[src/fan_alert_pwm_regs_consts.svh]
// constants for the fan alert and pwm register bank
`ifndef FAN_ALERT_PWM_REGS_CONSTS_SVH
`define FAN_ALERT_PWM_REGS_CONSTS_SVH

// register indices; byte address is four times the index
`define IDX_INT_STATUS 8'h23
`define IDX_HIGH_STATUS 8'h24
`define IDX_LOW_STATUS 8'h25
`define IDX_FAN_FAULT_FLAGS 8'h27
`define IDX_TEMP_CHANNEL_ALERT_MASK 8'h28
`define IDX_FAN_ALERT_MASK 8'h29
`define IDX_PWM_OUTPUT_CONFIG 8'h2a
`define IDX_PWM_BASE_RATE 8'h2b
`define IDX_REMOTE1_HIGH_LIMIT 8'h30
`define IDX_REMOTE2_HIGH_LIMIT 8'h31
`define IDX_REMOTE3_HIGH_LIMIT 8'h32
`define IDX_ONCHIP_HIGH_LIMIT 8'h34
`define IDX_REMOTE1_LOW_LIMIT 8'h38
`define IDX_REMOTE2_LOW_LIMIT 8'h39
`define IDX_REMOTE3_LOW_LIMIT 8'h3a
`define IDX_ONCHIP_LOW_LIMIT 8'h3c
`define IDX_FAN_DRIVE_SETTING 8'h40

// field positions
`define BIT_HOST_TIMEOUT 7
`define BIT_TARGET_UNREACHABLE 5
`define BIT_SPINUP_FAILED 1
`define BIT_STALLED_ROTOR 0
`define BIT_SPIN_ALERT_ALLOW 1
`define BIT_STALL_ALERT_ALLOW 0
`define BIT_OUTPUT_DRIVE_TYPE 4
`define BIT_OUTPUT_INVERT 0
`define BIT_INT_FAN 3
`define BIT_INT_HIGH 2
`define BIT_INT_LOW 1

// reset values
`define RST_ZERO 8'h00
`define RST_BASE_RATE 8'h03
`define RST_HIGH_LIMIT 8'h55
`define RST_LOW_LIMIT 8'h00

// timing
`define CLK_HZ 100000000
`define HOST_TIMEOUT_S 4
`define PWM_STEPS 255
`define PWM_FULL_DUTY 8'hff
`define BASE_HZ_0 26000
`define BASE_HZ_1 19531
`define BASE_HZ_2 4882
`define BASE_HZ_3 2441

// bus answers
`define RESP_OKAY 2'b00
`define RESP_SLVERR 2'b10

`endif

[src/fan_alert_pwm_regs_pkg.sv]
// types shared by the fan alert and pwm register bank
package fan_alert_pwm_regs_pkg;
   typedef logic [7:0] reg8_t;
   typedef enum logic [1:0] {rate_26k, rate_19k5, rate_4k9, rate_2k4} base_rate_e;
endpackage

[src/fan_alert_pwm_regs.sv]
// fan fault flags, alert masking, temperature limits and pwm fan driver behind an axi4-lite slave
//
// Operation
// - set host timeout flag if fan drive unwritten four seconds after reset.
// - set target unreachable flag while algorithm cannot reach target at full drive.
// - set spin-up failed flag when spin-up gets no valid tach reading.
// - set stalled rotor flag when tach measurement sees a stalled fan.
// - four channel mask bits, reset zero; masked channels never assert attention; the code lets a channel assert it only while its mask bit is set.
// - spin alert allow gates only attention; spin flag still recorded.
// - stall alert allow gates stall and unreachable flags onto attention together.
// - drive type bit: zero open drain, one push-pull.
// - inversion bit flips duty: 00h gives 100 percent, ffh zero.
// - base rate select picks 26k, 19.531k, 4882 or 2441 hz; reset 2441.
// - set channel high bit when measurement at or above high limit.
// - set channel low bit when measurement strictly below low limit.
// - limit register writes ignored while software lock engaged.
// - drive setting reads return the drive currently applied to the fan.
// - drive setting is read-only while algorithm or lookup table active.
// - with both disabled drive keeps last value and writes change it.
// - duty equals drive setting over 255 before inversion.
// - reading a status register clears only bits whose condition has gone.
// - attention low while any enabled status bit set, released otherwise.
// - cooling summary bit set while any fan fault flag is set.
`timescale 1ns/100ps
`default_nettype none
`include "fan_alert_pwm_regs_consts.svh"

module fan_alert_pwm_regs
#(
   parameter int unsigned HOST_TIMEOUT_CYCLES = `CLK_HZ * `HOST_TIMEOUT_S,
   parameter int unsigned CHANNELS = 4
)
(
   input wire logic clk_in,
   input wire logic reset_n_in,
   // axi4-lite slave
   input wire logic [9:0] s_axi_awaddr_in,
   input wire logic s_axi_awvalid_in,
   output logic s_axi_awready_out,
   input wire logic [31:0] s_axi_wdata_in,
   input wire logic [3:0] s_axi_wstrb_in,
   input wire logic s_axi_wvalid_in,
   output logic s_axi_wready_out,
   output logic [1:0] s_axi_bresp_out,
   output logic s_axi_bvalid_out,
   input wire logic s_axi_bready_in,
   input wire logic [9:0] s_axi_araddr_in,
   input wire logic s_axi_arvalid_in,
   output logic s_axi_arready_out,
   output logic [31:0] s_axi_rdata_out,
   output logic [1:0] s_axi_rresp_out,
   output logic s_axi_rvalid_out,
   input wire logic s_axi_rready_in,
   // conditions from tach, spin-up and speed logic
   input wire logic target_unreachable_in,
   input wire logic spinup_failed_in,
   input wire logic stalled_rotor_in,
   input wire logic speed_control_algorithm_active_in,
   input wire logic lookup_table_active_in,
   input wire logic [7:0] auto_drive_in,
   input wire logic software_lock_in,
   // measurements, index 0 on-chip, 1..3 remote sensors 1..3
   input wire logic [CHANNELS-1:0][7:0] temperature_in,
   // pins
   output logic alert_n_out,
   output logic pwm_out,
   output logic pwm_oe_n_out
);

   localparam int unsigned SLOT0 = `CLK_HZ / (`BASE_HZ_0 * `PWM_STEPS);
   localparam int unsigned SLOT1 = `CLK_HZ / (`BASE_HZ_1 * `PWM_STEPS);
   localparam int unsigned SLOT2 = `CLK_HZ / (`BASE_HZ_2 * `PWM_STEPS);
   localparam int unsigned SLOT3 = `CLK_HZ / (`BASE_HZ_3 * `PWM_STEPS);

   fan_alert_pwm_regs_pkg::reg8_t fan_flags_q, fan_flags_d;
   fan_alert_pwm_regs_pkg::reg8_t chan_mask_q, fan_mask_q, pwm_cfg_q, base_rate_q, drive_q;
   logic [CHANNELS-1:0] high_stat_q, high_stat_d, low_stat_q, low_stat_d;
   logic [CHANNELS-1:0] high_cond, low_cond;
   logic [7:0] high_lim_q [CHANNELS];
   logic [7:0] low_lim_q [CHANNELS];

   // bus state
   logic aw_held_q, w_held_q;
   logic [7:0] aw_idx_q;
   logic [31:0] wdata_q;
   logic [3:0] wstrb_q;
   logic wr_fire;
   logic rd_fire;
   logic [7:0] ar_idx;
   logic [7:0] rd_val;
   logic rd_hit;
   logic wr_hit;
   logic wr_lane0;

   // watchdog
   logic [31:0] wdog_cnt_q;
   logic wdog_armed_q;
   logic wdog_fire;

   // pwm
   logic [15:0] slot_cnt_q;
   logic [7:0] step_q;
   logic [15:0] slot_len;
   logic pwm_level;
   logic pwm_q, pwm_oe_n_q;
   logic alert_n_q;
   logic auto_mode;
   fan_alert_pwm_regs_pkg::reg8_t fan_cond;

   // ---------------- axi4-lite write path ----------------
   assign s_axi_awready_out = !aw_held_q && !s_axi_bvalid_out;
   assign s_axi_wready_out = !w_held_q && !s_axi_bvalid_out;
   assign wr_fire = aw_held_q && w_held_q && !s_axi_bvalid_out;
   assign wr_lane0 = wstrb_q[0];

   always_ff @(posedge clk_in or negedge reset_n_in)
   begin
      if (!reset_n_in)
      begin
         aw_held_q <= 1'b0;
         aw_idx_q <= 8'h00;
      end
      else if (s_axi_awvalid_in && s_axi_awready_out)
      begin
         aw_held_q <= 1'b1;
         aw_idx_q <= s_axi_awaddr_in[9:2];
      end
      else if (wr_fire)
      begin
         aw_held_q <= 1'b0;
      end
   end

   always_ff @(posedge clk_in or negedge reset_n_in)
   begin
      if (!reset_n_in)
      begin
         w_held_q <= 1'b0;
         wdata_q <= 32'h0000_0000;
         wstrb_q <= 4'h0;
      end
      else if (s_axi_wvalid_in && s_axi_wready_out)
      begin
         w_held_q <= 1'b1;
         wdata_q <= s_axi_wdata_in;
         wstrb_q <= s_axi_wstrb_in;
      end
      else if (wr_fire)
      begin
         w_held_q <= 1'b0;
      end
   end

   always_comb
   begin
      case (aw_idx_q)
         `IDX_INT_STATUS, `IDX_HIGH_STATUS, `IDX_LOW_STATUS, `IDX_FAN_FAULT_FLAGS,
         `IDX_TEMP_CHANNEL_ALERT_MASK, `IDX_FAN_ALERT_MASK, `IDX_PWM_OUTPUT_CONFIG,
         `IDX_PWM_BASE_RATE, `IDX_REMOTE1_HIGH_LIMIT, `IDX_REMOTE2_HIGH_LIMIT,
         `IDX_REMOTE3_HIGH_LIMIT, `IDX_ONCHIP_HIGH_LIMIT, `IDX_REMOTE1_LOW_LIMIT,
         `IDX_REMOTE2_LOW_LIMIT, `IDX_REMOTE3_LOW_LIMIT, `IDX_ONCHIP_LOW_LIMIT,
         `IDX_FAN_DRIVE_SETTING: wr_hit = 1'b1;
         default: wr_hit = 1'b0;
      endcase
   end

   always_ff @(posedge clk_in or negedge reset_n_in)
   begin
      if (!reset_n_in)
      begin
         s_axi_bvalid_out <= 1'b0;
         s_axi_bresp_out <= `RESP_OKAY;
      end
      else if (wr_fire)
      begin
         s_axi_bvalid_out <= 1'b1;
         s_axi_bresp_out <= wr_hit ? `RESP_OKAY : `RESP_SLVERR;
      end
      else if (s_axi_bready_in)
      begin
         s_axi_bvalid_out <= 1'b0;
      end
   end

   // ---------------- plain control registers ----------------
   always_ff @(posedge clk_in or negedge reset_n_in)
   begin
      if (!reset_n_in)
      begin
         chan_mask_q <= `RST_ZERO;
         fan_mask_q <= `RST_ZERO;
         pwm_cfg_q <= `RST_ZERO;
         base_rate_q <= `RST_BASE_RATE;
      end
      else if (wr_fire && wr_lane0)
      begin
         case (aw_idx_q)
            `IDX_TEMP_CHANNEL_ALERT_MASK: chan_mask_q <= {4'h0, wdata_q[3:0]};
            `IDX_FAN_ALERT_MASK: fan_mask_q <= {6'h00, wdata_q[1:0]};
            `IDX_PWM_OUTPUT_CONFIG: pwm_cfg_q <= {3'h0, wdata_q[4], 3'h0, wdata_q[0]};
            `IDX_PWM_BASE_RATE: base_rate_q <= {6'h00, wdata_q[1:0]};
            default: chan_mask_q <= chan_mask_q;
         endcase
      end
   end

   // limits, index 0 on-chip, 1..3 remote
   always_ff @(posedge clk_in or negedge reset_n_in)
   begin
      if (!reset_n_in)
      begin
         for (int i = 0; i < CHANNELS; i++)
         begin
            high_lim_q[i] <= `RST_HIGH_LIMIT;
            low_lim_q[i] <= `RST_LOW_LIMIT;
         end
      end
      else if (wr_fire && wr_lane0 && !software_lock_in)
      begin
         case (aw_idx_q)
            `IDX_ONCHIP_HIGH_LIMIT: high_lim_q[0] <= wdata_q[7:0];
            `IDX_REMOTE1_HIGH_LIMIT: high_lim_q[1] <= wdata_q[7:0];
            `IDX_REMOTE2_HIGH_LIMIT: high_lim_q[2] <= wdata_q[7:0];
            `IDX_REMOTE3_HIGH_LIMIT: high_lim_q[3] <= wdata_q[7:0];
            `IDX_ONCHIP_LOW_LIMIT: low_lim_q[0] <= wdata_q[7:0];
            `IDX_REMOTE1_LOW_LIMIT: low_lim_q[1] <= wdata_q[7:0];
            `IDX_REMOTE2_LOW_LIMIT: low_lim_q[2] <= wdata_q[7:0];
            `IDX_REMOTE3_LOW_LIMIT: low_lim_q[3] <= wdata_q[7:0];
            default: high_lim_q[0] <= high_lim_q[0];
         endcase
      end
   end

   // ---------------- fan drive setting ----------------
   assign auto_mode = speed_control_algorithm_active_in || lookup_table_active_in;

   always_ff @(posedge clk_in or negedge reset_n_in)
   begin
      if (!reset_n_in)
      begin
         drive_q <= `RST_ZERO;
      end
      else if (auto_mode)
      begin
         drive_q <= auto_drive_in;
      end
      else if (wr_fire && wr_lane0 && aw_idx_q == `IDX_FAN_DRIVE_SETTING)
      begin
         drive_q <= wdata_q[7:0];
      end
   end

   // ---------------- host timeout watchdog ----------------
   assign wdog_fire = wdog_armed_q && (wdog_cnt_q == HOST_TIMEOUT_CYCLES - 1);

   always_ff @(posedge clk_in or negedge reset_n_in)
   begin
      if (!reset_n_in)
      begin
         wdog_cnt_q <= 32'h0000_0000;
         wdog_armed_q <= 1'b1;
      end
      else if (wdog_armed_q)
      begin
         // any write to the drive setting counts as programming the driver
         if (wr_fire && aw_idx_q == `IDX_FAN_DRIVE_SETTING)
            wdog_armed_q <= 1'b0;
         else if (wdog_fire)
            wdog_armed_q <= 1'b0;
         else
            wdog_cnt_q <= wdog_cnt_q + 32'h0000_0001;
      end
   end

   // ---------------- read path ----------------
   assign ar_idx = s_axi_araddr_in[9:2];
   assign s_axi_arready_out = !s_axi_rvalid_out;
   assign rd_fire = s_axi_arvalid_in && s_axi_arready_out;

   always_comb
   begin
      rd_hit = 1'b1;
      rd_val = 8'h00;
      case (ar_idx)
         `IDX_INT_STATUS:
         begin
            rd_val[`BIT_INT_FAN] = |fan_flags_q;
            rd_val[`BIT_INT_HIGH] = |high_stat_q;
            rd_val[`BIT_INT_LOW] = |low_stat_q;
         end
         `IDX_HIGH_STATUS: rd_val = {4'h0, high_stat_q};
         `IDX_LOW_STATUS: rd_val = {4'h0, low_stat_q};
         `IDX_FAN_FAULT_FLAGS: rd_val = fan_flags_q;
         `IDX_TEMP_CHANNEL_ALERT_MASK: rd_val = chan_mask_q;
         `IDX_FAN_ALERT_MASK: rd_val = fan_mask_q;
         `IDX_PWM_OUTPUT_CONFIG: rd_val = pwm_cfg_q;
         `IDX_PWM_BASE_RATE: rd_val = base_rate_q;
         `IDX_ONCHIP_HIGH_LIMIT: rd_val = high_lim_q[0];
         `IDX_REMOTE1_HIGH_LIMIT: rd_val = high_lim_q[1];
         `IDX_REMOTE2_HIGH_LIMIT: rd_val = high_lim_q[2];
         `IDX_REMOTE3_HIGH_LIMIT: rd_val = high_lim_q[3];
         `IDX_ONCHIP_LOW_LIMIT: rd_val = low_lim_q[0];
         `IDX_REMOTE1_LOW_LIMIT: rd_val = low_lim_q[1];
         `IDX_REMOTE2_LOW_LIMIT: rd_val = low_lim_q[2];
         `IDX_REMOTE3_LOW_LIMIT: rd_val = low_lim_q[3];
         `IDX_FAN_DRIVE_SETTING: rd_val = drive_q;
         default: rd_hit = 1'b0;
      endcase
   end

   always_ff @(posedge clk_in or negedge reset_n_in)
   begin
      if (!reset_n_in)
      begin
         s_axi_rvalid_out <= 1'b0;
         s_axi_rdata_out <= 32'h0000_0000;
         s_axi_rresp_out <= `RESP_OKAY;
      end
      else if (rd_fire)
      begin
         s_axi_rvalid_out <= 1'b1;
         s_axi_rdata_out <= {24'h00_0000, rd_val};
         s_axi_rresp_out <= rd_hit ? `RESP_OKAY : `RESP_SLVERR;
      end
      else if (s_axi_rready_in)
      begin
         s_axi_rvalid_out <= 1'b0;
      end
   end

   // ---------------- status flags: set wins, read clears only gone conditions ----------------
   always_comb
   begin
      fan_cond = 8'h00;
      fan_cond[`BIT_HOST_TIMEOUT] = wdog_fire;
      fan_cond[`BIT_TARGET_UNREACHABLE] = target_unreachable_in;
      fan_cond[`BIT_SPINUP_FAILED] = spinup_failed_in;
      fan_cond[`BIT_STALLED_ROTOR] = stalled_rotor_in;
   end

   genvar ch;
   generate
      for (ch = 0; ch < CHANNELS; ch++)
      begin : g_chan
         assign high_cond[ch] = $signed(temperature_in[ch]) >= $signed(high_lim_q[ch]);
         assign low_cond[ch] = $signed(temperature_in[ch]) < $signed(low_lim_q[ch]);
      end
   endgenerate

   always_comb
   begin
      fan_flags_d = fan_flags_q;
      high_stat_d = high_stat_q;
      low_stat_d = low_stat_q;
      if (rd_fire && ar_idx == `IDX_FAN_FAULT_FLAGS)
         fan_flags_d = fan_flags_q & fan_cond;
      if (rd_fire && ar_idx == `IDX_HIGH_STATUS)
         high_stat_d = high_stat_q & high_cond;
      if (rd_fire && ar_idx == `IDX_LOW_STATUS)
         low_stat_d = low_stat_q & low_cond;
      fan_flags_d = fan_flags_d | fan_cond;
      high_stat_d = high_stat_d | high_cond;
      low_stat_d = low_stat_d | low_cond;
   end

   always_ff @(posedge clk_in or negedge reset_n_in)
   begin
      if (!reset_n_in)
      begin
         fan_flags_q <= `RST_ZERO;
         high_stat_q <= '0;
         low_stat_q <= '0;
      end
      else
      begin
         fan_flags_q <= fan_flags_d;
         high_stat_q <= high_stat_d;
         low_stat_q <= low_stat_d;
      end
   end

   // ---------------- attention output ----------------
   always_ff @(posedge clk_in or negedge reset_n_in)
   begin
      if (!reset_n_in)
      begin
         alert_n_q <= 1'b1;
      end
      else
      begin
         alert_n_q <= !(
            fan_flags_q[`BIT_HOST_TIMEOUT] ||
            (fan_flags_q[`BIT_SPINUP_FAILED] && fan_mask_q[`BIT_SPIN_ALERT_ALLOW]) ||
            ((fan_flags_q[`BIT_STALLED_ROTOR] || fan_flags_q[`BIT_TARGET_UNREACHABLE]) &&
             fan_mask_q[`BIT_STALL_ALERT_ALLOW]) ||
            (|((high_stat_q | low_stat_q) & chan_mask_q[CHANNELS-1:0])));
      end
   end
   assign alert_n_out = alert_n_q;

   // ---------------- pwm driver ----------------
   always_comb
   begin
      case (fan_alert_pwm_regs_pkg::base_rate_e'(base_rate_q[1:0]))
         fan_alert_pwm_regs_pkg::rate_26k: slot_len = 16'(SLOT0);
         fan_alert_pwm_regs_pkg::rate_19k5: slot_len = 16'(SLOT1);
         fan_alert_pwm_regs_pkg::rate_4k9: slot_len = 16'(SLOT2);
         fan_alert_pwm_regs_pkg::rate_2k4: slot_len = 16'(SLOT3);
         default: slot_len = 16'(SLOT3);
      endcase
   end

   // 255 steps of slot_len cycles form one period
   always_ff @(posedge clk_in or negedge reset_n_in)
   begin
      if (!reset_n_in)
      begin
         slot_cnt_q <= 16'h0000;
         step_q <= 8'h00;
      end
      else if (slot_cnt_q >= slot_len - 16'h0001)
      begin
         slot_cnt_q <= 16'h0000;
         step_q <= (step_q >= 8'(`PWM_STEPS - 1)) ? 8'h00 : step_q + 8'h01;
      end
      else
      begin
         slot_cnt_q <= slot_cnt_q + 16'h0001;
      end
   end

   // high for drive_q of 255 steps before inversion, so uninverted ffh holds the output high all period
   assign pwm_level = (step_q < drive_q) ^ pwm_cfg_q[`BIT_OUTPUT_INVERT];

   always_ff @(posedge clk_in or negedge reset_n_in)
   begin
      if (!reset_n_in)
      begin
         pwm_q <= 1'b0;
         pwm_oe_n_q <= 1'b1;
      end
      else if (pwm_cfg_q[`BIT_OUTPUT_DRIVE_TYPE])
      begin
         pwm_q <= pwm_level;
         pwm_oe_n_q <= 1'b0;
      end
      else
      begin
         pwm_q <= 1'b0;
         pwm_oe_n_q <= pwm_level;
      end
   end
   assign pwm_out = pwm_q;
   assign pwm_oe_n_out = pwm_oe_n_q;

endmodule
`default_nettype wire

[config.mk]
export PLATFORM = sky130hd
export DESIGN_NAME = fan_alert_pwm_regs
export DESIGN_NICKNAME = d
export VERILOG_FILES = /design/src/fan_alert_pwm_regs_pkg.sv /design/src/fan_alert_pwm_regs.sv
export VERILOG_INCLUDE_DIRS = /design/src
export SDC_FILE = /design/constraint.sdc
export NUM_CORES = 1
export LEC_CHECK = 0
export BUFFER_PORTS_ARGS = -buffer_cell sky130_fd_sc_hd__buf_4
export CAP_MARGIN = 40
export CORE_ASPECT_RATIO = 1.2
export CORE_UTILIZATION = 30
export CTS_BUF_LIST = sky130_fd_sc_hd__clkbuf_4
export DETAILED_ROUTE_END_ITERATION = 12
export PLACE_DENSITY = 0.48
export REMOVE_ABC_BUFFERS = 1
export SLEW_MARGIN = 10
export SYNTH_ARGS = -nofsm -noshare
export SYNTH_HDL_FRONTEND = slang
export SYNTH_SLANG_ARGS = --single-unit
[constraint.sdc]
create_clock -name clk_in -period 2.9 [get_ports clk_in]
set_input_delay 0.58 -clock clk_in [delete_from_list [all_inputs] [get_ports clk_in]]
set_output_delay 0.58 -clock clk_in [all_outputs]
set_load 0.1 [all_outputs]
After elaboration in Yosys (flattened, before gate mapping)

Cells that the tools add are included.

Bits in registers: 191
Bits of input ports: 109
Output and inout port bits: 44
Word-level logic and storage cells: 177

$add $sub $neg: 4
Order comparisons: 11
Equal/unequal tests: 38
Mux-type cells: 27
Bitwise logic cells: 11
Reductions and logical operators: 53

Operators by type and width:

| kind                                                | number |
|---|---|
| == test 8 x 6 -> 1 bit (second input constant)      | 32 |
| case mux 16 bit (4 select lines)                    | 1 |
| case mux 3 bit (16 select lines)                    | 1 |
| case mux 4 bit (11 select lines)                    | 1 |
| < comparator 8 bit                                  | 5 |
| OR reduction 17 bit                                 | 2 |
| adder 32 x 1 -> 32 bit (second input constant)      | 1 |
| == test 32 x 29 -> 1 bit (second input constant)    | 1 |
| >= comparator 8 bit                                 | 4 |
| 2-to-1 mux 8 bit                                    | 4 |
| AND reduction 2 bit                                 | 12 |
| logical AND 1 bit                                   | 17 |
| adder 16 x 1 -> 16 bit (second input constant)      | 1 |
| == test 8 x 7 -> 1 bit (second input constant)      | 2 |
| >= comparator 16 bit                                | 1 |
| 2-to-1 mux 16 bit                                   | 1 |
| case mux 1 bit (16 select lines)                    | 1 |
| subtractor 16 x 1 -> 16 bit (second input constant) | 1 |
| 2-to-1 mux 1 bit                                    | 14 |
| bitwise AND 4 bit                                   | 3 |
| OR 4 bit                                            | 3 |
| OR reduction 4 bit                                  | 3 |
| nonzero test 2 bit                                  | 5 |
| adder 8 x 1 -> 8 bit (second input constant)        | 1 |
| other kinds (14)                                    | 27 |

Depth between registers and ports, before layout

Gate-level depths: netlist of run 1.

Depth in word-level cells: 6
Gate-level depth with buffers: 10

Least setup slack after synthesis of run 1

No wires, ideal clock.

Path kind: register to register
From: register s_axi_bvalid_out
To: register wdata_q[0]
Arrival: 3.139 ns
Data required time: 2.775 ns
Setup slack: -0.364 ns
Cell stages (with the launch flop): 5
Path buffers: 1
Path through: dfrtp_1 > nor2_1 > and2_1 > clkbuf_1 > mux2_2

Cells in the longest elaborated chain, start to end: 3

RTL lines:

| element                  | line                      | RTL |
|---|---|---|
| start: declaration       | fan_alert_pwm_regs.sv:45  | `output logic s_axi_bvalid_out,` |
| start signal: assignment | fan_alert_pwm_regs.sv:171 | `s_axi_bvalid_out <= 1'b0;` |
| start signal: assignment | fan_alert_pwm_regs.sv:176 | `s_axi_bvalid_out <= 1'b1;` |
| start signal: assignment | fan_alert_pwm_regs.sv:181 | `s_axi_bvalid_out <= 1'b0;` |
| zero test 1 bit          | fan_alert_pwm_regs.sv:112 | `assign s_axi_wready_out = !w_held_q && !s_axi_bvalid_out;` |
| logical AND 1 bit        | fan_alert_pwm_regs.sv:112 |  |
| net s_axi_wready_out     | fan_alert_pwm_regs.sv:43  | `output logic s_axi_wready_out,` |
| logical AND 1 bit        | fan_alert_pwm_regs.sv:142 | `else if (s_axi_wvalid_in && s_axi_wready_out)` |
| end signal: assignment   | fan_alert_pwm_regs.sv:145 | `wdata_q <= s_axi_wdata_in;` |
| end: declaration         | fan_alert_pwm_regs.sv:85  | `logic [31:0] wdata_q;` |

The timed path passes the listed nets, and every way through them passes these cells.
A chain may end at the register's enable or synchronous reset.

Final worst setup path of run 1

From: register wdog_cnt_q[0]
To: register wdog_cnt_q[3]

Cells in the longest elaborated chain, start to end: 4

RTL lines:

| element                                                                        | line                      | RTL |
|---|---|---|
| start: declaration                                                             | fan_alert_pwm_regs.sv:96  | `logic [31:0] wdog_cnt_q;` |
| start signal: assignment                                                       | fan_alert_pwm_regs.sv:271 | `wdog_cnt_q <= wdog_cnt_q + 32'h0000_0001;` |
| parallel branches: the longest is 4 deep, another holds adder 32 x 1 -> 32 bit | n/a                       |  |

Several ways; the timed one is not identified.

==> results of run 1 <==
## Yosys cell counts (17+ instances only)
cell type / instances / share of area
nand2_1: 76 / 0.027
a21oi_1: 25 / 0.012
nor2b_1: 17 / 0.0099
buf_4: 26 / 0.018
nand4_1: 19 / 0.011
nand3_1: 24 / 0.011
dfrtp_1: 164 / 0.38
ha_1: 78 / 0.091
inv_1: 84 / 0.029
a21o_1: 26 / 0.018
mux2_2: 90 / 0.094
dfstp_2: 21 / 0.051
xor2_1: 23 / 0.019
clkbuf_1: 26 / 0.0091
o21ai_0: 49 / 0.023
nor2_1: 56 / 0.020
mux2i_1: 18 / 0.017
## registers in the layout, indices dropped and copies added (netlist names), 2 cells and up
register         cells
wdata_q              8
drive_q              8
fan_mask_q           2
base_rate_q          2
low_stat_q           4
slot_cnt_q          16
pwm_cfg_q            2
chan_mask_q          4
wdog_cnt_q          32
fan_flags_q          4
s_axi_rdata_out      8
high_lim_q          32
low_lim_q           32
aw_idx_q             8
high_stat_q          4
step_q               8
## metal layers
layer / track usage / routed length [µm]
met4: 0.0366 / 272
met5: 0 / 0
met2: 0.275 / 14300
met3: 0.0340 / 1440
met1: 0.235 / 13900
## power by group
part           internal [mW]  switching (mW)
sequential              2.89           0.621
clock                  0.624           0.937
combinational          0.729            1.29
total                   4.24            2.85
## worst max path at each step
stage	endpoint	start	depth (start not counted)	slack [ns]
2_1_floorplan	wdata_q[0]	s_axi_bvalid_out	3	-0.25
3_3_place_gp	wdog_cnt_q[3]	wdog_cnt_q[0]	7	0.53
3_5_place_dp	wdog_cnt_q[3]	wdog_cnt_q[0]	7	0.52
4_1_cts	wdog_cnt_q[3]	wdog_cnt_q[0]	7	0.49
5_1_grt	wdog_cnt_q[3]	wdog_cnt_q[0]	7	0.38
6_report	wdog_cnt_q[3]	wdog_cnt_q[0]	7	0.50
## stage by stage
step	hold WS, ns	utilization	setup slack, ns	total power, mW	cells
after floorplan	0.284	-	-0.252	4.72	1007
after global placement	0.462	0.342	0.526	5.56	1588
after detailed placement	0.468	0.342	0.516	5.60	1589
after CTS	0.0829	0.352	0.492	7.18	1622
after global routing	0.0794	0.352	0.383	7.54	1623
final	0.146	0.352	0.502	7.09	1623
## cells in the final DEF, fill, tap and decap left out, types with 7 or more instances in the layout
cell type / n
nor2b_1: 17
nand2b_1: 16
clkbuf_4: 19
conb_1: 34
mux2i_1: 18
a21oi_1: 25
buf_4: 116
a31oi_1: 13
nor2_1: 56
o21ai_0: 48
nand2_1: 76
nor4_1: 8
ha_1: 78
or2_2: 7
xor2_1: 23
nand4_1: 19
and3_1: 8
nor3_1: 12
dfrtp_1: 164
inv_1: 84
a21o_1: 26
mux2_2: 90
nand3_1: 24
dfstp_2: 21
a22oi_1: 10
xnor2_1: 15
## repair_timing
item	CTS	global route
hold buffers	1	0
setup endpoints to repair	0	0
endpoints found under the hold margin	33	0
## worst register-to-register path, cell delays in order, from the launching register on
cell	delay [ns]
dfrtp_1	0.46
ha_1	0.22
inv_1	0.06
or3_4	0.41
or4_4	0.59
nor2b_4	0.19
and4_1	0.25
xor2_1	0.14
## kinds of logic (layout without fill, tap and decap cells)
logic type,after synthesis,in the layout,synth area share
AND/OR/NAND/NOR,294,294,0.149
flip-flops,185,185,0.434
AO/OA/AOI/OAI,182,182,0.115
buffers and inverters,148,237,0.0616
multiplexers,111,111,0.117
adder cells (fa/ha/maj),79,79,0.0918
XOR/XNOR,38,38,0.0310
other,2,35,0.000699
## cell type report
cell class                 count  area [µm²]  share of cell area
sequential                   185        4660               0.377
clock buffer                  19         143              0.0116
antenna                        1        2.50            0.000203
tap                          462         578              0.0468
inverter                      84         315              0.0255
clock inverter                13         168              0.0136
multi-input combinational    738        5540               0.449
timing repair buffer         121         938              0.0760
==> results.json, run 1 <==
{
  "ant_nets": 0,
  "path_cells": "ha_1 > inv_1 > or3_4 > or4_4 > nor2b_4 > and4_1 > xor2_1",
  "cts_root_buffer": "clkbuf_4",
  "drt_pass1_iterations": 7,
  "synth.distinct_cells": 79,
  "clock_skew_ns": 0.0189,
  "drt_iter0_markers": 434,
  "outcome": "complete, no violations",
  "r2r_end": "wdog_cnt_q[3]",
  "maxCapViolations": 0,
  "grt_max_degree": 64,
  "wl_per_cell_um": 18.4,
  "cts_setup_buffers": 0,
  "dpl.hpwl_um": 23000,
  "ys_dominant_reg_cell": "dfrtp_1",
  "grt_util_all_layers": 0.170,
  "viasPerCell": 5.01,
  "rows": 75,
  "cp_top_family": "simple AND/OR/NAND/NOR gates",
  "holdCritStartpoint": "s_axi_bready_in",
  "cts_buffers": 17,
  "fin_crit_ns": 2.40,
  "start_kind": "flop",
  "worst_pin_slew_ns": 0.722,
  "start_util": 0.306,
  "grt_overflow": 0,
  "arrival_ns": 2.89,
  "grt_pass1_vias": 8106,
  "cts_buffer_depth": 2,
  "hold_depth": 2,
  "num_vias": 8136,
  "antenna_found_initial": 1,
  "p_leak_nw": 5.64,
  "area.growth.synth_to_final_pct": 14.9,
  "critPathMaxStageDelay_ns": 0.59,
  "clk_pin_slew_ns": 0.16,
  "worstPathRequired_ns": 3.39,
  "cts-resized-gates": 0,
  "yosysSeqAreaShare": 0.434,
  "async_reset_ff_frac": 1.00,
  "endpoint_kind": "flop",
  "ioPinCount": 153,
  "port_buffers": 95,
  "hold_violations": 0,
  "drt_wl_total_um": 29900,
  "path_class": "flop to flop",
  "cp_max_fo": 10,
  "finish.instance_area_mm2": 0.0123,
  "tns_ns": 0,
  "min_period_over_period": 0.827,
  "synth_area_mm2": 0.0107,
  "synth_area_per_cell_um2": 10.3,
  "coreArea_mm2": 0.0351,
  "nFillCells": 3629,
  "rr_worst_depth": 7,
  "drc_errors": 0,
  "r2r_setup_slack_ns": 0.50,
  "h-tree-depth": 4,
  "ir_drop_uv": 840,
  "placed_area_mm2": 0.0120,
  "power_density_mw_per_mm2": 574,
  "clock_latency_ns": 0.60,
  "r2r-start": "wdog_cnt_q[0]",
  "dieArea_mm2": 0.0366,
  "grt_first_pass_wirelength_um": 47400,
  "cts_tree": "done",
  "die-width_um": 175,
  "cp_slowest_cell": "or4_4",
  "max_freq_ghz": 0.417,
  "nets": 1334,
  "syn_inst": 1039,
  "finalSetupViolations": 0,
  "synth_edf_count": 0,
  "final-max-slew-violation-count": 0,
  "layout-drive-gt1-share": 0.252,
  "cts_sinks": 185,
  "cp.buffers_inverters": 1,
  "synth-seq-cells": 185,
  "slew_headroom": 0.518,
  "synth_warnings": 0,
  "hold_class": "primary input to flop",
  "place_congestion": 0.891,
  "grt_setup_unrepaired": "false",
  "chipHeight_um": 209,
  "hold_end": "s_axi_bvalid_out"
}
No activity file was read; power rests on OpenSTA's default activity.
==> run 2: changes to the inputs <==
Settings changed: ABC_AREA from default to 1.
Clock period 2.9 ns to 2.4 ns, I/O delays scaled along.
==> run 2 against run 1 <==
  * Largest cell class unchanged
  * Non-clock buffer count grew 4
  * Register-to-register slack lost 0.28 ns
  * Critical path depth grew 3
  * Synthesized cell count grew 49%
  * Clock-buffer cell count shrank 2
  * Sequential power grew 6.6%
  * Global-route usage grew 1.1 points
  * Total power grew 16%
  * Setup slack lost 0.28 ns
  * Critical endpoint is now step_q[0]
  * Design area grew 7.5%
  * Sequential share of layout area shrank 2.6 points
  * First-iteration DRC count grew 63%
==> results.json, run 2 <==
{
  "outcome": "complete, no violations",
  "die-width_um": 182,
  "grt_first_pass_wirelength_um": 54700,
  "syn_inst": 1544,
  "cts_root_buffer": "clkbuf_4",
  "hold_class": "primary input to flop",
  "drc_errors": 0,
  "synth_edf_count": 0,
  "synthTopCellsByCount": "nand2_1 (455), nor2_1 (182), dfrtp_1 (164)",
  "power_density_mw_per_mm2": 619,
  "start_kind": "flop",
  "arrival_ns": 2.67,
  "layout_commonest_cell": "nand2_1",
  "min_period_over_period": 0.906,
  "r2r_setup_slack_ns": 0.23,
  "grt_max_degree": 54,
  "cts_buffer_depth": 2,
  "hold_violations": 0,
  "async_reset_ff_frac": 1.00,
  "synth_area_mm2": 0.0117,
  "synth_area_leaders": "dfrtp_1 (35%), nand2_1 (15%), ha_1 (8.4%)",
  "clock_skew_ns": 0.0318,
  "drt_iter0_markers": 707,
  "regArea_mm2": 0.00466,
  "ir_drop_uv": 340,
  "max_freq_ghz": 0.460,
  "finalSetupViolations": 0,
  "ys_dominant_reg_cell": "dfrtp_1",
  "num_vias": 10100,
  "maxCapViolations": 0,
  "antenna_found_initial": 1,
  "drt_pass1_iterations": 5,
  "ant_nets": 0,
  "synth_most_common_cell": "nand2_1",
  "grt_pass1_vias": 9725,
  "grt_overflow": 0,
  "utilization": 0.349,
  "tns_ns": 0,
  "finish.instance_area_mm2": 0.0133,
  "dpl.hpwl_um": 27600,
  "synth.distinct_cells": 47,
  "coreArea_mm2": 0.0381,
  "place_congestion": 0.892,
  "dp_slack_ns": 0.250,
  "worst_pin_slew_ns": 0.778,
  "viasPerCell": 4.68,
  "top_regs": "high_lim_q x32, low_lim_q x32, wdog_cnt_q x32",
  "yosysTopAreaCell": "dfrtp_1",
  "grt_util_all_layers": 0.182,
  "final-max-slew-violation-count": 0,
  "grt_setup_unrepaired": "false",
  "endpoint_kind": "flop",
  "fin_crit_ns": 2.17,
  "synth-seq-cells": 185,
  "timing.final.ws_setup_ns": 0.226,
  "placed_area_mm2": 0.0129,
  "worstPathRequired_ns": 2.90,
  "cts_setup_buffers": 0,
  "final_cell_mix": "nand2_1 (455), nor2_1 (182), dfrtp_1 (164)",
  "synth_warnings": 0,
  "port_buffers": 95,
  "p_leak_nw": 6.26,
  "cts_tree": "done",
  "layout-drive-gt1-share": 0.137,
  "chipHeight_um": 218,
  "nFillCells": 4112,
  "area.growth.synth_to_final_pct": 13.9,
  "multiInputGateArea_mm2": 0.00610,
  "cp_max_fo": 11,
  "clk_pin_slew_ns": 0.16,
  "dieArea_mm2": 0.0396,
  "yosysSeqAreaShare": 0.400,
  "slew_headroom": 0.481,
  "finalPower_mw": 8.21,
  "rows": 78,
  "cts_buffers": 17,
  "drt_wl_total_um": 34900,
  "h-tree-depth": 4,
  "nets": 1850,
  "cts_sinks": 185,
  "synth_top_cell_area_share": 0.352,
  "start_util": 0.306,
  "synth_area_per_cell_um2": 7.55,
  "ioPinCount": 153,
  "wl_per_cell_um": 16.2,
  "clock_latency_ns": 0.63,
  "path_class": "flop to flop"
}
==> run 2: cell count changes after synthesis, moves of 22 or more <==
cell | previous run | this run
mux2_2 | 90 | 1
o21ai_1 | 0 | 48
nand2_1 | 76 | 455
nor3_1 | 12 | 34
o21ai_0 | 49 | 72
nor2_1 | 56 | 182
nand3_1 | 24 | 98
a21o_1 | 26 | 2
inv_1 | 84 | 153
==> run 2: path summary, 6_finish.rpt <==
check                                 startpoint             end  cells past startpoint
min in group asynchronous             reset_n_in       aw_held_q                      2
worst min-delay path            spinup_failed_in  fan_flags_q[1]                      2
max in group asynchronous             reset_n_in  high_lim_q[30]                      3
worst min register to register     high_lim_q[6]   high_lim_q[6]                      2
worst max register to register    base_rate_q[0]       step_q[0]                     10
worst max-delay path              base_rate_q[0]       step_q[0]                     10
==> run 2: cell type report <==
class,count,share of cell area
Multi-Input combinational cell,1171,0.460
Sequential cell,185,0.351
Clock inverter,15,0.0139
Tap cell,480,0.0453
Inverter,163,0.0466
Clock buffer,17,0.00962
Antenna cell,1,0.000189
Timing Repair Buffer,125,0.0740
==> run 2: routing by layer <==
metal,vias up,wire [µm],part of all wire,GRT usage
li1,5173,-,-,-
met1,4679,15800,0.45,0.232
met2,212,17000,0.49,0.315
met3,37,1330,0.038,0.0235
met4,0,786,0.023,0.0619
met5,-,0,0,0
==> run 2: cell families (layout without fill, tap and decap cells) <==
family,count (synthesis),in the layout,synth area share
AO/OA/AOI/OAI,202,202,0.0958
XOR/XNOR,27,27,0.0203
adder cells (fa/ha/maj),78,78,0.0837
buffers and inverters,220,320,0.0875
flip-flops,185,185,0.400
multiplexers,1,1,0.000966
other,2,35,0.000644
AND/OR/NAND/NOR,829,829,0.312
==> run 2: power breakdown <==
| part | leakage (nW) | total, mW | internal [mW] | switching [mW] |
|---|---|---|---|---|
| combinational | 3.77 | 2.50 | 0.638 | 1.87 |
| clock | 0.170 | 1.97 | 0.747 | 1.23 |
| sequential | 2.33 | 3.74 | 3.43 | 0.306 |
==> run 2: critical path, cell delays in order (launching register included) <==
cell and delay (ns):
dfstp_2 0.66, inv_1 0.10, nor2_1 0.16, ha_1 0.27
a21oi_1 0.15, o31ai_1 0.08, nand2_1 0.18, nand2_1 0.12
buf_4 0.18, nand3_1 0.06, o21ai_0 0.08
==> run 2: what timing repair did <==
| item | in CTS | in global routing |
|---|---|---|
| endpoints found under the hold margin | 45 | 0 |
| resized for setup | 0 | 0 |
| hold buffers | 5 | 0 |
==> run 2: stage by stage <==
stage                     hold slack, ns  std cells
after floorplan                    0.184       1519
after global routing              0.0285       2157
after global placement             0.462       2119
after CTS                         0.0144       2156
final                             0.0740       2157
after detailed placement           0.466       2119
